## config.mk

```make
export PLATFORM = sky130hd
export DESIGN_NAME = dual_timer_counter_extint
export DESIGN_NICKNAME = d
export VERILOG_FILES = /design/src/rtl/tmr_pkg.sv /design/src/rtl/dual_timer_counter_extint.sv
export SDC_FILE = /design/constraint.sdc
export NUM_CORES = 1
export LEC_CHECK = 0
export BUFFER_PORTS_ARGS = -buffer_cell sky130_fd_sc_hd__buf_4
export CAP_MARGIN = 30
export CORE_AREA = 3 3 78 110
export CTS_CLUSTER_SIZE = 10
export DETAILED_ROUTE_END_ITERATION = 6
export DIE_AREA = 0 0 81 113
export HOLD_SLACK_MARGIN = 0.02
export PLACE_DENSITY = 0.95
export SKIP_LAST_GASP = 1
export SLEW_MARGIN = 20
export SYNTH_ARGS = -nofsm -noshare
export SYNTH_HDL_FRONTEND = slang
export SYNTH_SLANG_ARGS = --single-unit
```

## constraint.sdc

```tcl
create_clock -name clk -period 4.14 [get_ports clk]
set_input_delay 0 -clock clk [delete_from_list [all_inputs] [get_ports clk]]
set_output_delay 0 -clock clk [all_outputs]
set_load 0.1 [all_outputs]
```

## src/rtl/tmr_pkg.sv

```systemverilog
// shared constants, register layouts and carrier types of the dual timer/counter
// assumes one core clock; the machine cycle is derived inside the block
`default_nettype none

package tmr_pkg;

   // register addresses
   localparam logic [7:0] TIMER_CONTROL_AND_EXT_INT_ADDR = 8'h88;
   localparam logic [7:0] TIMER_MODE_SELECT_ADDR = 8'h89;
   localparam logic [7:0] ZERO_LOW_ADDR = 8'h8A;
   localparam logic [7:0] ONE_LOW_ADDR = 8'h8B;
   localparam logic [7:0] ZERO_HIGH_ADDR = 8'h8C;
   localparam logic [7:0] ONE_HIGH_ADDR = 8'h8D;

   // values after reset
   localparam logic [7:0] TIMER_CONTROL_AND_EXT_INT_RST = 8'h00;
   localparam logic [7:0] TIMER_MODE_SELECT_RST = 8'h00;
   localparam logic [7:0] COUNT_RST = 8'h00;

   // core clocks per machine cycle
   localparam int MACHINE_DIV = 12;
   localparam logic [3:0] MACHINE_LAST = 4'(MACHINE_DIV - 1);

   // mode field encodings
   localparam logic [1:0] MODE_13 = 2'h0;
   localparam logic [1:0] MODE_16 = 2'h1;
   localparam logic [1:0] MODE_RELOAD = 2'h2;
   localparam logic [1:0] MODE_SPLIT = 2'h3;

   typedef struct packed {
      logic one_gating_enable;
      logic one_source_select;
      logic [1:0] one_mode;
      logic zero_gating_enable;
      logic zero_source_select;
      logic [1:0] zero_mode;
   } timer_mode_select_s;

   typedef struct packed {
      logic one_overflow_flag;
      logic one_run_bit;
      logic zero_overflow_flag;
      logic zero_run_bit;
      logic ext_irq_b_flag;
      logic ext_irq_b_type;
      logic ext_irq_a_flag;
      logic ext_irq_a_type;
   } timer_control_and_ext_int_s;

   // external pins
   typedef struct packed {
      logic zero_count_pin;
      logic one_count_pin;
      logic ext_irq_a_pin;
      logic ext_irq_b_pin;
   } pins_s;

   // interrupt requests out, service acknowledges in
   typedef struct packed {
      logic zero_ovf;
      logic one_ovf;
      logic ext_a;
      logic ext_b;
   } irq_s;

endpackage

`default_nettype wire

```

## src/rtl/dual_timer_counter_extint.sv

```systemverilog
// two timer/counters with shared mode and control registers and two external interrupt flags
// assumes clk is the oscillator, pins are asynchronous, acknowledges come from the same clock
`default_nettype none

module dual_timer_counter_extint (
   // clock and reset
   input wire logic clk,
   input wire logic resetn,
   // register port
   input wire logic [7:0] reg_addr,
   input wire logic [7:0] reg_wdata,
   input wire logic reg_wr,
   input wire logic reg_rd,
   output logic [7:0] reg_rdata,
   // pins
   input wire tmr_pkg::pins_s pins,
   // interrupt requests and service acknowledges
   input wire tmr_pkg::irq_s irq_ack,
   output tmr_pkg::irq_s irq_req
);

   ////////////////////////////////////////////////////////////////////////////////
   // helpers

   // returns {overflow, high, low} after one count step
   function automatic logic [16:0] count_step(input logic [1:0] mode, input logic [7:0] lo,
                                               input logic [7:0] hi);
      logic [13:0] c13;
      logic [16:0] c16;
      logic [8:0] c8;
      c13 = {1'b0, hi, lo[4:0]} + 14'h0001;
      c16 = {1'b0, hi, lo} + 17'h00001;
      c8 = {1'b0, lo} + 9'h001;
      case (mode)
         tmr_pkg::MODE_13: count_step = {c13[13], c13[12:5], lo[7:5], c13[4:0]};
         tmr_pkg::MODE_16: count_step = c16;
         tmr_pkg::MODE_RELOAD: count_step = {c8[8], hi, (c8[8] ? hi : c8[7:0])};
         default: count_step = {c8[8], hi, c8[7:0]};
      endcase
   endfunction

   function automatic logic wr_to(input logic wr, input logic [7:0] addr, input logic [7:0] a);
      wr_to = wr && (addr == a);
   endfunction

   ////////////////////////////////////////////////////////////////////////////////
   // reset release

   logic rst_q_r;
   logic rst_n_r;

   always_ff @(posedge clk or negedge resetn) begin
      if (!resetn) begin
         rst_q_r <= 1'b0;
         rst_n_r <= 1'b0;
      end else begin
         rst_q_r <= 1'b1;
         rst_n_r <= rst_q_r;
      end
   end

   ////////////////////////////////////////////////////////////////////////////////
   // machine cycle

   logic [3:0] div_r;
   logic tick;

   always_ff @(posedge clk or negedge rst_n_r) begin
      if (!rst_n_r) begin
         div_r <= 4'h0;
      end else if (div_r == tmr_pkg::MACHINE_LAST) begin
         div_r <= 4'h0;
      end else begin
         div_r <= div_r + 4'h1;
      end
   end

   assign tick = (div_r == tmr_pkg::MACHINE_LAST);

   ////////////////////////////////////////////////////////////////////////////////
   // pin synchronisers and machine cycle samplers

   tmr_pkg::pins_s sync1_r;
   tmr_pkg::pins_s sync2_r;
   tmr_pkg::pins_s sync3_r;
   tmr_pkg::pins_s stable_r;
   tmr_pkg::pins_s samp_r;
   tmr_pkg::pins_s prev_r;
   tmr_pkg::pins_s fall;

   always_ff @(posedge clk or negedge rst_n_r) begin
      if (!rst_n_r) begin
         sync1_r <= '1;
         sync2_r <= '1;
         sync3_r <= '1;
         stable_r <= '1;
      end else begin
         sync1_r <= pins;
         sync2_r <= sync1_r;
         sync3_r <= sync2_r;
         for (int i = 0; i < 4; i++) begin
            if (sync2_r[i] == sync3_r[i]) begin
               stable_r[i] <= sync3_r[i];
            end
         end
      end
   end

   always_ff @(posedge clk or negedge rst_n_r) begin
      if (!rst_n_r) begin
         samp_r <= '1;
         prev_r <= '1;
      end else if (tick) begin
         samp_r <= stable_r;
         prev_r <= samp_r;
      end
   end

   // high then low, evaluated once per tick
   assign fall = tick ? (prev_r & ~samp_r) : '0;

   ////////////////////////////////////////////////////////////////////////////////
   // registers

   tmr_pkg::timer_mode_select_s timer_mode_select_r;
   tmr_pkg::timer_control_and_ext_int_s timer_control_and_ext_int_r;
   tmr_pkg::timer_control_and_ext_int_s timer_control_and_ext_int_nxt;
   logic [7:0] zlo_r;
   logic [7:0] zhi_r;
   logic [7:0] olo_r;
   logic [7:0] ohi_r;

   always_ff @(posedge clk or negedge rst_n_r) begin
      if (!rst_n_r) begin
         timer_mode_select_r <= tmr_pkg::TIMER_MODE_SELECT_RST;
      end else if (wr_to(reg_wr, reg_addr, tmr_pkg::TIMER_MODE_SELECT_ADDR)) begin
         timer_mode_select_r <= reg_wdata;
      end
   end

   ////////////////////////////////////////////////////////////////////////////////
   // count enables

   logic split0;
   logic en0;
   logic en1;
   logic cnt0;
   logic cnt1;
   logic zhi_cnt;
   logic [16:0] res0;
   logic [16:0] res1;
   logic ovf0;
   logic ovf1;

   assign split0 = (timer_mode_select_r.zero_mode == tmr_pkg::MODE_SPLIT);

   // run bit, optionally gated by the interrupt pin level
   assign en0 = timer_control_and_ext_int_r.zero_run_bit && (!timer_mode_select_r.zero_gating_enable || samp_r.ext_irq_a_pin);
   // split mode on timer one blocks it
   assign en1 = timer_control_and_ext_int_r.one_run_bit && (!timer_mode_select_r.one_gating_enable || samp_r.ext_irq_b_pin)
                && (timer_mode_select_r.one_mode != tmr_pkg::MODE_SPLIT);

   // pick count pin events or machine cycles
   assign cnt0 = en0 && (timer_mode_select_r.zero_source_select ? fall.zero_count_pin : tick);
   assign cnt1 = en1 && (timer_mode_select_r.one_source_select ? fall.one_count_pin : tick);

   // split high byte: machine cycles, timer one run bit
   assign zhi_cnt = split0 && tick && timer_control_and_ext_int_r.one_run_bit;

   assign res0 = count_step(timer_mode_select_r.zero_mode, zlo_r, zhi_r);
   assign res1 = count_step(timer_mode_select_r.one_mode, olo_r, ohi_r);

   assign ovf0 = cnt0 && res0[16];
   // split high byte flags timer one
   assign ovf1 = (cnt1 && res1[16]) || (zhi_cnt && (zhi_r == 8'hFF));

   ////////////////////////////////////////////////////////////////////////////////
   // counters

   // timer zero low byte, loaded from the high byte on overflow in reload mode
   always_ff @(posedge clk or negedge rst_n_r) begin
      if (!rst_n_r) begin
         zlo_r <= tmr_pkg::COUNT_RST;
      end else if (wr_to(reg_wr, reg_addr, tmr_pkg::ZERO_LOW_ADDR)) begin
         zlo_r <= reg_wdata;
      end else if (cnt0) begin
         zlo_r <= res0[7:0];
      end
   end

   // timer zero high byte, split or chained
   always_ff @(posedge clk or negedge rst_n_r) begin
      if (!rst_n_r) begin
         zhi_r <= tmr_pkg::COUNT_RST;
      end else if (wr_to(reg_wr, reg_addr, tmr_pkg::ZERO_HIGH_ADDR)) begin
         zhi_r <= reg_wdata;
      end else if (zhi_cnt) begin
         zhi_r <= zhi_r + 8'h01;
      end else if (cnt0 && !split0) begin
         zhi_r <= res0[15:8];
      end
   end

   always_ff @(posedge clk or negedge rst_n_r) begin
      if (!rst_n_r) begin
         olo_r <= tmr_pkg::COUNT_RST;
      end else if (wr_to(reg_wr, reg_addr, tmr_pkg::ONE_LOW_ADDR)) begin
         olo_r <= reg_wdata;
      end else if (cnt1) begin
         olo_r <= res1[7:0];
      end
   end

   always_ff @(posedge clk or negedge rst_n_r) begin
      if (!rst_n_r) begin
         ohi_r <= tmr_pkg::COUNT_RST;
      end else if (wr_to(reg_wr, reg_addr, tmr_pkg::ONE_HIGH_ADDR)) begin
         ohi_r <= reg_wdata;
      end else if (cnt1) begin
         ohi_r <= res1[15:8];
      end
   end

   ////////////////////////////////////////////////////////////////////////////////
   // control register and flags

   always_comb begin
      timer_control_and_ext_int_nxt = timer_control_and_ext_int_r;
      if (wr_to(reg_wr, reg_addr, tmr_pkg::TIMER_CONTROL_AND_EXT_INT_ADDR)) begin
         timer_control_and_ext_int_nxt = reg_wdata;
      end
      if (irq_ack.zero_ovf) begin
         timer_control_and_ext_int_nxt.zero_overflow_flag = 1'b0;
      end
      if (irq_ack.one_ovf) begin
         timer_control_and_ext_int_nxt.one_overflow_flag = 1'b0;
      end
      if (irq_ack.ext_a && timer_control_and_ext_int_r.ext_irq_a_type) begin
         timer_control_and_ext_int_nxt.ext_irq_a_flag = 1'b0;
      end
      if (irq_ack.ext_b && timer_control_and_ext_int_r.ext_irq_b_type) begin
         timer_control_and_ext_int_nxt.ext_irq_b_flag = 1'b0;
      end
      // hardware set wins over any clear
      if (ovf0) begin
         timer_control_and_ext_int_nxt.zero_overflow_flag = 1'b1;
      end
      if (ovf1) begin
         timer_control_and_ext_int_nxt.one_overflow_flag = 1'b1;
      end
      // falling edge or sampled low level
      if (timer_control_and_ext_int_r.ext_irq_a_type ? fall.ext_irq_a_pin : (tick && !samp_r.ext_irq_a_pin)) begin
         timer_control_and_ext_int_nxt.ext_irq_a_flag = 1'b1;
      end
      if (timer_control_and_ext_int_r.ext_irq_b_type ? fall.ext_irq_b_pin : (tick && !samp_r.ext_irq_b_pin)) begin
         timer_control_and_ext_int_nxt.ext_irq_b_flag = 1'b1;
      end
   end

   always_ff @(posedge clk or negedge rst_n_r) begin
      if (!rst_n_r) begin
         timer_control_and_ext_int_r <= tmr_pkg::TIMER_CONTROL_AND_EXT_INT_RST;
      end else begin
         timer_control_and_ext_int_r <= timer_control_and_ext_int_nxt;
      end
   end

   assign irq_req = {timer_control_and_ext_int_r.zero_overflow_flag, timer_control_and_ext_int_r.one_overflow_flag,
                     timer_control_and_ext_int_r.ext_irq_a_flag, timer_control_and_ext_int_r.ext_irq_b_flag};

   ////////////////////////////////////////////////////////////////////////////////
   // read port

   always_ff @(posedge clk or negedge rst_n_r) begin
      if (!rst_n_r) begin
         reg_rdata <= 8'h00;
      end else if (reg_rd) begin
         case (reg_addr)
            tmr_pkg::TIMER_CONTROL_AND_EXT_INT_ADDR: reg_rdata <= timer_control_and_ext_int_r;
            tmr_pkg::TIMER_MODE_SELECT_ADDR: reg_rdata <= timer_mode_select_r;
            tmr_pkg::ZERO_LOW_ADDR: reg_rdata <= zlo_r;
            tmr_pkg::ONE_LOW_ADDR: reg_rdata <= olo_r;
            tmr_pkg::ZERO_HIGH_ADDR: reg_rdata <= zhi_r;
            tmr_pkg::ONE_HIGH_ADDR: reg_rdata <= ohi_r;
            default: reg_rdata <= 8'h00;
         endcase
      end else begin
         reg_rdata <= 8'h00;
      end
   end

   logic [3:0] gap_r;

   always_ff @(posedge clk or negedge rst_n_r) begin
      if (!rst_n_r) begin
         gap_r <= 4'h0;
      end else if (tick) begin
         gap_r <= 4'h0;
      end else begin
         gap_r <= gap_r + 4'h1;
      end
   end
endmodule

`default_nettype wire

```

Yosys cells after proc, flatten, opt, wreduce, memory -nomap -nowiden:

Cells that the tools add are included.

* $add $sub $neg: 8
* eq/ne operators: 22
* muxes and demuxes: 30
* bitwise logic cells: 2
* reductions and logical operators: 45

Operator list (number)
* 2-to-1 mux 8 bit: 13
* one-hot mux 17 bit (3 select lines): 2
* == test 8 bit (second input constant): 7
* one-hot mux 8 bit (6 select lines): 1
* adder 16 x 1 -> 17 bit (second input constant): 2
* adder 13 x 1 -> 14 bit (second input constant): 2
* logical AND 1 bit: 21
* adder 8 x 1 -> 9 bit (second input constant): 2
* nonzero test 3 bit: 6
* 2-to-1 mux 1 bit: 12
* adder 8 x 1 -> 8 bit (second input constant): 1
* 2-to-1 mux 4 bit: 2
* inequality test 2 bit (second input constant): 4
* == test 2 bit (second input constant): 3
* AND reduction 3 bit: 2
* nonzero test 2 bit: 3
* logical NOT 1 bit: 5
* adder 4 x 1 -> 4 bit (second input constant): 1
* bitwise AND 4 bit: 1
* == test 1 bit: 4
* == test 2 x 1 -> 1 bit (second input constant): 2
* == test 4 bit (second input constant): 1
* logical NOT 2 bit: 2
* NOT 4 bit: 1
* other kinds (4): 7

* flip-flop bits (word level): 86
* logic and storage cells: 155

Logic depth before layout (Yosys ltp):

Gate-level depths: netlist (run 1).

* depth after elaboration: 9
* depth in mapped cells: 9
* mapped depth without buffers: 7

Least setup slack after synthesis (run 1):

No wires, ideal clock.

* path type: register to register
* start point: reg olo_r[0]
* end point: reg olo_r[1]
* setup time: 122 ps
* data arrival time: 1689 ps
* required time: 4018 ps
* slack: 2329 ps
* cell stages (with the launch flop): 7
* buffers on the path: 0
* path through: dfrtp_1 -> ha_1 -> nand4_1 -> nor3_2 -> mux2_1 -> nor2_1 -> o21ai_1

* cells in the longest elaborated chain, start to end: 5
* elaborated cells on any way between the ends: 7
* those cells by class: add/sub (3); mux (4)

RTL lines
* start: declaration: RTL line dual_timer_counter_extint.sv:130 `logic [7:0] olo_r;`
* start signal: assignment: RTL line dual_timer_counter_extint.sv:206 `olo_r <= tmr_pkg::COUNT_RST;`
* start signal: assignment: RTL line dual_timer_counter_extint.sv:208 `olo_r <= reg_wdata;`
* start signal: assignment: RTL line dual_timer_counter_extint.sv:210 `olo_r <= res1[7:0];`
* adder 8 x 1 -> 9 bit: RTL line dual_timer_counter_extint.sv:33 `c8 = {1'b0, lo} + 9'h001;`
* 2-to-1 mux 8 bit: RTL line dual_timer_counter_extint.sv:37 `tmr_pkg::MODE_RELOAD: count_step = {c8[8], hi, (c8[8] ? hi : c8[7:0])};`
* one-hot mux 17 bit (3 select lines) *: RTL line dual_timer_counter_extint.sv:34 `case (mode)`
* 2-to-1 mux 8 bit *: RTL line dual_timer_counter_extint.sv:209 `end else if (cnt1) begin`
* 2-to-1 mux 8 bit *: RTL line dual_timer_counter_extint.sv:207 `end else if (wr_to(reg_wr, reg_addr, tmr_pkg::ONE_LOW_ADDR)) begin`

Mark *: on every way between the ends. The rest lies on a longest branch, timed or not. The select of a mux whose other input is x is not followed.
A chain may end at the register's enable or synchronous reset.

Worst setup path after layout (run 1):

* start point: reg div_r[0]
* end point: reg zhi_r[2]

* cells in the longest elaborated chain, start to end: 7
* elaborated cells on any way between the ends: 13
* those cells by class: eq/ne (2); mux (4); reduce/logical (7)

RTL lines
* start: declaration: RTL line dual_timer_counter_extint.sv:65 `logic [3:0] div_r;`
* start signal: assignment: RTL line dual_timer_counter_extint.sv:74 `div_r <= div_r + 4'h1;`
* == test 4 bit *: RTL line dual_timer_counter_extint.sv:78 `assign tick = (div_r == tmr_pkg::MACHINE_LAST);`
* 2-to-1 mux 4 bit: RTL line dual_timer_counter_extint.sv:120 `assign fall = tick ? (prev_r & ~samp_r) : '0;`
* 2-to-1 mux 1 bit: RTL line dual_timer_counter_extint.sv:164 `assign cnt0 = en0 && (timer_mode_select_r.zero_source_select ? fall.zero_count_pin : tick);`
* logical AND 1 bit: RTL line dual_timer_counter_extint.sv:164
* logical AND 1 bit: RTL line dual_timer_counter_extint.sv:199 `end else if (cnt0 && !split0) begin`
* nonzero test 3 bit (no source line)
* AND reduction 3 bit (no source line)
* end signal: assignment: RTL line dual_timer_counter_extint.sv:196 `zhi_r <= reg_wdata;`
* end signal: assignment: RTL line dual_timer_counter_extint.sv:198 `zhi_r <= zhi_r + 8'h01;`
* end signal: assignment: RTL line dual_timer_counter_extint.sv:200 `zhi_r <= res0[15:8];`
* end: declaration: RTL line dual_timer_counter_extint.sv:129 `logic [7:0] zhi_r;`

Mark *: on every way between the ends. The rest lies on a longest branch, timed or not.

==> results by group, run 1 <==
Global route
  – GR Util met2: 0.514
  – Gr usage total: 0.327
  – GR peak layer: met2
  – Met1 usage: 0.404
  – Gr ovfl total: 0
  – Met3 Track Usage GR: 0.0669
  – Wire length of the first global-routing pass: between 20000 and 25000 um
  – Number of global-route vias before repair: approximately 4.3k
  – Largest net degree at the start of global routing: 46
  – Initial antenna violation count: 0

Min path
  – Worst Hold Class: input port to flip-flop

Synth
  – Yosys top cell area share: 0.312
  – Syn Area/Cell: around 9.5 um2
  – Synth area leader: dfrtp_1
  – Most numerous cell in the Yosys netlist: nand2_1
  – Syn. warnings: 0
  – Most used flip-flop cell after synthesis: dfrtp_1
  – Post-synthesis register bit count: 86
  – Syn Nets: 557
  – Asr flop ratio synth: 1.00
  – Cell Area, Synth: a little under 5000 um2
  – Register area share after synthesis: 0.439
  – Synth Instances: ~530
  – Post-synth EDFFs: 0
  – Post-synth cell types: 72
  – Synth area leaders: dfrtp_1 31%, dfstp_2 13%, nand2_1 6.4%
  – Top post-synthesis cells by count: 85 x nand2_1, 62 x dfrtp_1, 35 x nor2_1

Routing
  – DRT iter0 DRCs: ~380
  – Via density: ~6.6
  – Total number of vias: between 4k and 5k
  – DR DRC count: 0
  – Pre-antenna DRT Iters: 6
  – Post-route ant nets: 0
  – Final wirelength: between 10000 and 15000 um
  – WL/cell: slightly above 20 um

Job
  – Max Cap Violations: 0

Finish
  – Area Overhead vs Synth: 12.6%
  – Fin nets: 594
  – Finished Core Util: 0.726
  – Post-route cell area: between 5000 and 6000 um2
  – Antenna cell count: 0
  – Non-filler cells, final: between 600 and 700
  – Share of cells above drive strength 1: 0.199

Power and ir drop
  – Total power: ~1.9 mW
  – Clock power frac: 0.297
  – Leakage Power: around 2.2 nW
  – Net Switching: ~0.60 mW
  – Comb pwr share: 0.160
  – Power Dens Cells: between 300 and 400 nW/um2
  – Internal Power: between 1 and 1.5 mW
  – Flop pwr share: 0.543
  – Net Sw Frac: 0.317
  – VDD IR max: 0.399 mV

Floorplanning
  – # IOs: 40
  – Placeable Area: ~7700 um2
  – Row cnt: 38
  – Die area: 9150 um2
  – Die Span X: 81 um
  – Starting density of the core: 0.645
  – Die height: roughly 110 um

Setup path
  – Crit path launch type: flip-flop
  – Worst endpoint required time: ~4.4 ns
  – CP Max Fanout: 14
  – CP Class: flip-flop to flip-flop
  – Critical Path AT: 2.86 ns
  – CP Capture Type: flip-flop

Clocking
  – Clk Latency, worst-skew pair: between 0.3 and 0.4 ns
  – Root Driver: clkbuf_8
  – CTS tree: yes
  – Reg clk slew, reported paths: ~0.09 ns
  – CTS H-Tree Depth: 3
  – TritonCTS Buffers: 9
  – Post-CTS setup buffer count: 0
  – Max clock buf depth: 2
  – Sink Count: 86

Placed design
  – Placed instance count: approximately 630
  – Number of port buffers: 39
  – Detail Placement HPWL: slightly below 10000 um
  – GPL Wtd Cong: around 1.0
  – Placement Setup Slack: between 1.5 and 2 ns
  – Placed inst area: roughly 5200 um2

Run status
  – Status: finished, final reports clean

STA
  – Setup ws final: 1.59 ns
  – Hold Fails Final Rpt: 0
  – Fmax: 392 MHz
  – Slew Limit Headroom: 0.457
  – Final setup TNS: 0 ns
  – Worst hold slack: ~0.10 ns
  – Measured slew at the worst slew-check pin: a little over 0.8 ns
  – Final setup violation count: 0
  – Min cycle time layout: roughly 2.6 ns
  – Period utilization: 0.617
  – Slew Limit Fails: 0
  – Worst Clk Skew: between 0.007 and 0.008 ns
  – RSZ-0062 raised after global routing: false
## placed cells by master, fill, tap and decap left out, types with 4 or more instances in the layout
cell type	Yosys	final
nand2_1	85	85
dfrtp_1	62	61
buf_4	9	40
nor2_1	35	35
o21ai_0	28	28
dfstp_2	24	24
nand3_1	20	20
a21oi_1	19	19
dlygate4sd3_1	0	19
o21ai_1	14	14
xor2_1	12	12
and3_1	12	12
a22oi_1	12	12
xnor2_1	10	10
mux2_2	10	10
nand4_1	10	10
mux2i_1	10	10
clkbuf_8	0	10
inv_1	8	8
a21boi_0	8	8
nor3_1	7	7
a211oi_1	7	7
nor2b_1	7	7
o22ai_1	6	6
a31oi_1	6	6
nand2b_1	6	6
o31ai_1	5	5
a21o_1	4	4
maj3_1	4	4
ha_1	4	4
## repair_timing
action                                  in CTS  in global routing
hold endpoints to repair                    61                  0
gates resized for setup                      0                  0
endpoints found under the setup margin       0                  0
hold buffers                                19                  0
## critical path, cell delays in order (launching register included)
cell,delay (ns)
dfrtp_1,0.38
ha_1,0.21
and3b_1,0.54
o2111ai_2,0.48
o21ai_2,0.39
o211ai_1,0.15
xor2_1,0.16
o21ai_1,0.14
## state kept, by name, indices dropped and copies added (netlist names), 4 cells and up
signal,flops
ohi_r,8
olo_r,8
reg_rdata,8
timer_mode_select_r,8
zhi_r,8
zlo_r,8
div_r,4
irq_req,4
prev_r,4
samp_r,4
stable_r,4
sync1_r,4
sync2_r,4
sync3_r,4
timer_control_and_ext_int_r,4
## area by class of cell
cell class	instances	area (um2)
multi-input combinational	398	2580
sequential	86	2190
fill	584	2110
timing repair buffer	59	490
clock buffer	11	141
tap	100	125
clock inverter	5	41.3
inverter	8	30.0
## metal layers
metal  part of all wire  vias to the layer above
li1                   -                     1974
met1               0.36                     2088
met2               0.48                      243
met3              0.083                       88
met4              0.072                        0
met5                  0                        -
## path summary, 6_finish.rpt
kind | startpoint | endpoint | slack, ns | cells after the start
max in group asynchronous | rst_n_r$_DFF_PN0_ | zlo_r[6]$_DFFE_PN0P_ | 2.88 | 1
worst max register to register | div_r[0]$_DFF_PN0_ | zhi_r[2]$_DFFE_PN0P_ | 1.59 | 7
worst max-delay path | div_r[0]$_DFF_PN0_ | zhi_r[2]$_DFFE_PN0P_ | 1.59 | 7
worst min-delay path | reg_addr[0] | zlo_r[1]$_DFFE_PN0P_ | 0.10 | 4
min in group asynchronous | rst_n_r$_DFF_PN0_ | ohi_r[1]$_DFFE_PN0P_ | 0.31 | 0
worst min register to register | rst_n_r$_DFF_PN0_ | ohi_r[1]$_DFFE_PN0P_ | 0.31 | 0
## kinds of logic after synthesis
family / share of synthesized area
flip-flops: 0.439
multiplexers: 0.0587
AND/OR/NAND/NOR: 0.223
AO/OA/AOI/OAI: 0.180
XOR/XNOR: 0.0388
other: 0.000755
buffers and inverters: 0.0413
adder cells (fa/ha/maj): 0.0181
## power by group through the flow
stage / logic, mW / registers [mW] / clock network (mW)
final: 0.301 / 1.02 / 0.558
after global routing: 0.327 / 1.03 / 0.608
after CTS: 0.298 / 1.01 / 0.570
after detailed placement: 0.280 / 1.03 / 0
after global placement: 0.272 / 1.03 / 0
after floorplan: 0.228 / 0.977 / 0
(Power assumes the default switching activity.)
==> run 2, diff against run 1 <==
CORE_AREA = 3 3 86 120   (was 3 3 78 110)
DIE_AREA = 0 0 89 123   (was 0 0 81 113)
PLACE_DENSITY = 0.85   (was 0.95)
clock period = 2.23 ns   (was 4.14 ns; I/O delays follow)
==> results by group, run 2 (same netlist as run 1, synthesis figures left out) <==
Placed design
  – Detail Placement HPWL: 10400 um (+6.3%)
  – Placed instance count: 660 (+4.4%)
  – Placement Setup Slack: 0.128 ns (-1.53 ns)
  – Number of port buffers: 39 (unchanged)
  – GPL Wtd Cong: 0.979 (-2.2%)

STA
  – Measured slew at the worst slew-check pin: 0.652 ns (-0.159 ns)
  – Worst Clk Skew: 0.00615 ns (-0.00159 ns)
  – Hold Fails Final Rpt: 0 (unchanged)
  – Fmax: 462 MHz (+18%)
  – Period utilization: 0.971 (+0.354)
  – Slew Limit Headroom: 0.564 (+0.107)
  – Setup ws final: 0.0638 ns (-1.52 ns)
  – RSZ-0062 raised after global routing: true
  – Min cycle time layout: 2.17 ns (-0.388 ns)
  – Worst hold slack: 0.0948 ns (-0.00991 ns)
  – Final setup TNS: 0 ns (unchanged)
  – Slew Limit Fails: 0 (unchanged)
  – Final setup violation count: 0 (unchanged)

Floorplanning
  – Row cnt: 42 (+11%)
  – Placeable Area: 9410 um2 (+22%)
  – Die height: 123 um (+8.8%)
  – Die Span X: 89 um (+9.9%)
  – Die area: 10900 um2 (+20%)
  – Starting density of the core: 0.528 (-0.117)
  – # IOs: 40 (unchanged)

Power and ir drop
  – Flop pwr share: 0.466 (-0.077)
  – Internal Power: 2.83 mW (+120%)
  – Total power: 4.01 mW (+110%)
  – Comb pwr share: 0.154 (-0.006)
  – Leakage Power: 2.42 nW (+7.9%)
  – Clock power frac: 0.379 (+0.082)
  – Net Sw Frac: 0.293 (-0.0244)
  – VDD IR max: 0.429 mV (+7.7%)
  – Power Dens Cells: 679 nW/um2 (+100%)
  – Net Switching: 1.17 mW (+97%)

Global route
  – Gr usage total: 0.279 (-0.0479)
  – Wire length of the first global-routing pass: 22700 um (+2.0%)
  – Number of global-route vias before repair: 4269 (-1.4%)
  – Initial antenna violation count: 0 (unchanged)
  – Largest net degree at the start of global routing: 55 (+20%)
  – Gr ovfl total: 0 (unchanged)

Setup path
  – Worst path bufs/invs: 0 (unchanged)
  – CP Class: flip-flop to flip-flop
  – CP Cell Sequence: ha_1 > and3b_1 > o2111a_2 > nand4_1 > a211oi_1 > a211oi_1 > a21o_1
  – Worst endpoint required time: 2.46 ns (-1.98 ns)
  – Worst path slowest cell: dfrtp_1
  – Crit path max-delay family: compound AO/OA/AOI/OAI gates
  – CP Max Fanout: 8 (-6)
  – CP dominant cell by count: a211oi_1
  – CP Capture Type: flip-flop
  – Crit path launch type: flip-flop
  – Critical Path AT: 2.40 ns (-0.46 ns)
  – Slowest stage delay, CP: 0.38 ns (-0.16 ns)

Finish
  – Area Overhead vs Synth: 18.8%
  – Fillcell total: 750 (+28%)
  – Non-filler cells, final: 696 (+4.3%)
  – Most frequent cells in the layout: 85 x nand2_1, 60 x dfrtp_1, 58 x buf_4
  – Antenna cell count: 0 (unchanged)
  – Most common cell after layout, fill and taps aside: nand2_1
  – Share of cells above drive strength 1: 0.229 (+0.0294)
  – Fin nets: 613 (+3.2%)

Routing
  – DRT iter0 DRCs: 483 (+28%)
  – Post-route ant nets: 0 (unchanged)
  – WL/cell: 20.9 um (+0.63%)
  – Pre-antenna DRT Iters: 5 (-1)
  – DR DRC count: 0 (unchanged)
  – Total number of vias: 4455 (+1.4%)
  – Final wirelength: 14600 um (+5.0%)
  – Via density: 6.40 (-2.8%)

Min path
  – Worst Hold Class: input port to flip-flop

Clocking
  – Root Driver: clkbuf_16
  – Sink Count: 86 (unchanged)
  – CTS tree: yes
  – Max clock buf depth: 2 (unchanged)
  – CTS H-Tree Depth: 3 (unchanged)
  – Reg clk slew, reported paths: 0.07 ns (-0.02 ns)
  – Clk Latency, worst-skew pair: 0.34 ns (-0.04 ns)
  – TritonCTS Buffers: 9 (unchanged)

Run status
  – Status: finished, final reports clean

Job
  – Max Cap Violations: 0 (unchanged)
-- run 2: layout make-up --
type | instances | area [um2] | share of cell area
multi-input combinational | 398 | 2600 | 0.440
sequential | 86 | 2190 | 0.371
timing repair buffer | 78 | 646 | 0.109
clock buffer | 12 | 268 | 0.0454
tap | 110 | 138 | 0.0233
clock inverter | 4 | 35.0 | 0.00594
inverter | 8 | 30.0 | 0.00509
-- run 2: repair_timing --
| item | in CTS | in global routing |
|---|---|---|
| resized for setup | 0 | 4 |
| setup buffers | 0 | 1 |
| hold buffers | 19 | 0 |
| endpoints found under the hold margin | 60 | 0 |
| setup endpoints to repair | 0 | 6 |
-- run 2: worst register-to-register path: cells and delay by family (launching register included) --
family | cells | cell delay, ns
compound gates | 4 | 0.95
simple gates | 2 | 0.50
flops | 1 | 0.38
fa+ha+maj | 1 | 0.23
-- run 2: routing by layer --
metal	vias up	track usage	part of all wire
met3	63	0.0667	0.058
met5	-	0	0
met4	0	0.162	0.057
met1	2171	0.329	0.38
met2	210	0.459	0.51
li1	2011	-	-
-- run 2: worst paths after layout --
path | from | end | slack [ns] | cells past startpoint
max | div_r[0]$_DFF_PN0_ | zlo_r[4]$_DFFE_PN0P_ | 0.06 | 7
min | reg_addr[0] | zlo_r[0]$_DFFE_PN0P_ | 0.09 | 4
max reg2reg | div_r[0]$_DFF_PN0_ | zlo_r[4]$_DFFE_PN0P_ | 0.06 | 7
min reg2reg | rst_n_r$_DFF_PN0_ | irq_req[1]$_DFFE_PN0P_ | 0.26 | 0
max in group asynchronous | rst_n_r$_DFF_PN0_ | zlo_r[0]$_DFFE_PN0P_ | 1.33 | 1
min in group asynchronous | rst_n_r$_DFF_PN0_ | irq_req[1]$_DFFE_PN0P_ | 0.26 | 0
-- run 2: power by group through the flow --
stage                     combinational (mW)  sequential, mW  clock (mW)
after global routing                   0.673            1.88        1.62
after floorplan                        0.424            1.81           0
final                                  0.618            1.87        1.52
after detailed placement               0.577            1.89           0
after CTS                              0.608            1.86        1.54
after global placement                 0.565            1.88           0
-- run 2: per-stage QoR --
| step | area (um2) | utilization |
|---|---|---|
| after global routing | 5900 | 0.627 |
| after detailed placement | 5380 | 0.572 |
| after CTS | 5880 | 0.625 |
| after floorplan | 4970 | - |
| after global placement | 5380 | 0.572 |
| final | 5900 | 0.627 |
==> run 3, diff against run 2 <==
CORE_AREA = 3 3 84 118   (was 3 3 86 120)
CTS_BUF_LIST = sky130_fd_sc_hd__clkbuf_8   (was not set)
DIE_AREA = 0 0 87 121   (was 0 0 89 123)
PLACE_DENSITY = not set   (was 0.85)
PLACE_DENSITY_LB_ADDON = 0.3   (was not set)
==> results by group, run 3 (same netlist as run 1, synthesis figures left out) <==
Placed design
  – Placement Setup Slack: 0.0988 ns (-0.0288 ns)
  – Number of port buffers: 39 (unchanged)
  – Placed instance count: 658 (-0.30%)
  – Detail Placement HPWL: 10400 um (-0.90%)
  – GPL Wtd Cong: 1.03 (+5.5%)

Clocking
  – Root Driver: clkbuf_8
  – Reg clk slew, reported paths: 0.10 ns (+0.03 ns)
  – Sink Count: 86 (unchanged)
  – Max clock buf depth: 2 (unchanged)
  – CTS tree: yes
  – Clk Latency, worst-skew pair: 0.37 ns (+0.03 ns)
  – TritonCTS Buffers: 9 (unchanged)
  – CTS H-Tree Depth: 3 (unchanged)

Floorplanning
  – Die height: 121 um (-1.6%)
  – Placeable Area: 8980 um2 (-4.6%)
  – # IOs: 40 (unchanged)
  – Row cnt: 41 (-2.4%)
  – Die Span X: 87 um (-2.2%)
  – Starting density of the core: 0.553 (+0.0253)
  – Die area: 10500 um2 (-3.8%)

Power and ir drop
  – Comb pwr share: 0.168 (+0.014)
  – Internal Power: 2.51 mW (-11%)
  – Net Sw Frac: 0.315 (+0.0220)
  – Leakage Power: 2.39 nW (-1.5%)
  – Total power: 3.66 mW (-8.6%)
  – Clock power frac: 0.322 (-0.057)
  – Power Dens Cells: 629 nW/um2 (-7.3%)
  – Flop pwr share: 0.510 (+0.044)
  – VDD IR max: 0.677 mV (+58%)
  – Net Switching: 1.15 mW (-1.8%)

Finish
  – Fin nets: 615 (+0.33%)
  – Share of cells above drive strength 1: 0.236 (+0.00773)
  – Non-filler cells, final: 695 (-0.14%)
  – Fillcell total: 731 (-2.5%)
  – Area Overhead vs Synth: 17.0%
  – Most common cell after layout, fill and taps aside: nand2_1
  – Antenna cell count: 0 (unchanged)
  – Most frequent cells in the layout: 85 x nand2_1, 61 x buf_4, 59 x dfrtp_1

Job
  – Max Cap Violations: 0 (unchanged)

Setup path
  – Crit path max-delay family: compound AO/OA/AOI/OAI gates
  – CP Max Fanout: 8 (unchanged)
  – CP Cell Sequence: ha_1 > and3b_2 > o2111a_2 > a21oi_1 > a21oi_1 > xnor2_1 > o21ai_1
  – CP Class: flip-flop to flip-flop
  – Crit path launch type: flip-flop
  – R2R setup slack: 0.12 ns (+0.06 ns)
  – CP Capture Type: flip-flop
  – Critical Path AT: 2.34 ns (-0.06 ns)
  – CP dominant cell by count: a21oi_1
  – Worst path slowest cell: dfrtp_1
  – Slowest stage delay, CP: 0.42 ns (+0.04 ns)
  – Worst endpoint required time: 2.47 ns (about the same)
  – Worst path bufs/invs: 0 (unchanged)

Routing
  – Post-route ant nets: 0 (unchanged)
  – DRT iter0 DRCs: 370 (-23%)
  – Via density: 6.38 (-0.40%)
  – Met3 wire len: 921 um (+8.9%)
  – Routed met2 length: 7360 um (-0.88%)
  – Total number of vias: 4431 (-0.54%)
  – WL/cell: 20.5 um (-1.8%)
  – WL met1: 5440 um (-0.29%)
  – Pre-antenna DRT Iters: 7 (+2)
  – Final wirelength: 14300 um (-1.9%)
  – DR DRC count: 0 (unchanged)
  – Top sig layer: met4

Global route
  – Gr usage total: 0.283 (+0.00392)
  – Number of global-route vias before repair: 4420 (+3.5%)
  – Largest net degree at the start of global routing: 48 (-13%)
  – Initial antenna violation count: 0 (unchanged)
  – Wire length of the first global-routing pass: 22700 um (about the same)
  – Gr ovfl total: 0 (unchanged)

STA
  – Final setup violation count: 0 (unchanged)
  – Setup ws final: 0.124 ns (+0.0600 ns)
  – RSZ-0062 raised after global routing: false
  – Measured slew at the worst slew-check pin: 0.583 ns (-0.0687 ns)
  – Min cycle time layout: 2.11 ns (-0.0600 ns)
  – Fmax: 475 MHz (+2.8%)
  – Worst Clk Skew: 0.0147 ns (+0.00856 ns)
  – Hold Fails Final Rpt: 0 (unchanged)
  – Slew Limit Fails: 0 (unchanged)
  – Final setup TNS: 0 ns (unchanged)
  – Period utilization: 0.945 (-0.0269)
  – Slew Limit Headroom: 0.610 (+0.0460)

Run status
  – Status: finished, final reports clean

Min path
  – Worst Hold Class: input port to flip-flop
-- run 3: changes by cell type in the layout (fill, tap and decap cells not counted), moves of 2 or more --
| cell | previous run | this run |
|---|---|---|
| inv_4 | 0 | 2 |
| clkbuf_16 | 10 | 0 |
| clkbuf_8 | 1 | 9 |
| clkinv_4 | 2 | 0 |
| buf_4 | 58 | 61 |
-- run 3: stage by stage --
stage          instance area [um2]   util  hold WS (ns)
6_report                      5810  0.648         0.141
5_1_grt                       5810  0.648         0.152
4_1_cts                       5780  0.643         0.127
3_5_place_dp                  5370  0.599        -0.215
3_3_place_gp                  5370  0.599        -0.218
2_1_floorplan                 4970      -        -0.296
-- run 3: worst paths after layout --
kind                                     from                                          to  cells after the start
max in group asynchronous   rst_n_r$_DFF_PN0_                      reg_rdata[6]$_DFF_PN0_                      1
min in group asynchronous   rst_n_r$_DFF_PN0_  timer_control_and_ext_int_r[0]$_DFFE_PN0P_                      0
hold reg to reg             rst_n_r$_DFF_PN0_  timer_control_and_ext_int_r[0]$_DFFE_PN0P_                      0
setup reg to reg           div_r[0]$_DFF_PN0_                        zhi_r[0]$_DFFE_PN0P_                      7
setup / recovery           div_r[0]$_DFF_PN0_                        zhi_r[0]$_DFFE_PN0P_                      7
hold / removal                         reg_wr                        olo_r[1]$_DFFE_PN0P_                      4
-- run 3: layer usage --
layer | GRT usage | vias up
met1 | 0.346 | 2168
met5 | 0 | -
li1 | - | 2014
met3 | 0.0537 | 47
met4 | 0.138 | 0
met2 | 0.473 | 202
-- run 3: worst reg2reg max path, cell delays in order, from the launching register on --
cell and delay [ns]:
dfrtp_1 0.42, ha_1 0.26, and3b_2 0.32, o2111a_2 0.24, a21oi_1 0.39, a21oi_1 0.11
xnor2_1 0.17, o21ai_1 0.07
-- run 3: power by group through the flow --
stage               Clock (mW)  Sequential [mW]  Combinational, mW
global placement             0             1.88              0.559
detailed placement           0             1.89              0.574
CTS                       1.19             1.86              0.604
global route              1.26             1.88              0.671
finish                    1.18             1.87              0.615
floorplan                    0             1.81              0.424
-- run 3: area by class of cell --
cell class / count / area, um2 / area share
Multi-Input combinational cell: 398 / 2600 / 0.448
Clock buffer: 9 / 124 / 0.0213
Timing Repair Buffer: 80 / 648 / 0.111
Inverter: 8 / 30.0 / 0.00516
Sequential cell: 86 / 2190 / 0.376
Tap cell: 107 / 134 / 0.0230
Clock inverter: 7 / 87.6 / 0.0151
-- run 3: repair_timing --
action,CTS,global route
resized for setup,0,6
hold endpoints to repair,61,0
setup buffers,0,2
setup endpoints to repair,0,22
hold buffers,19,0
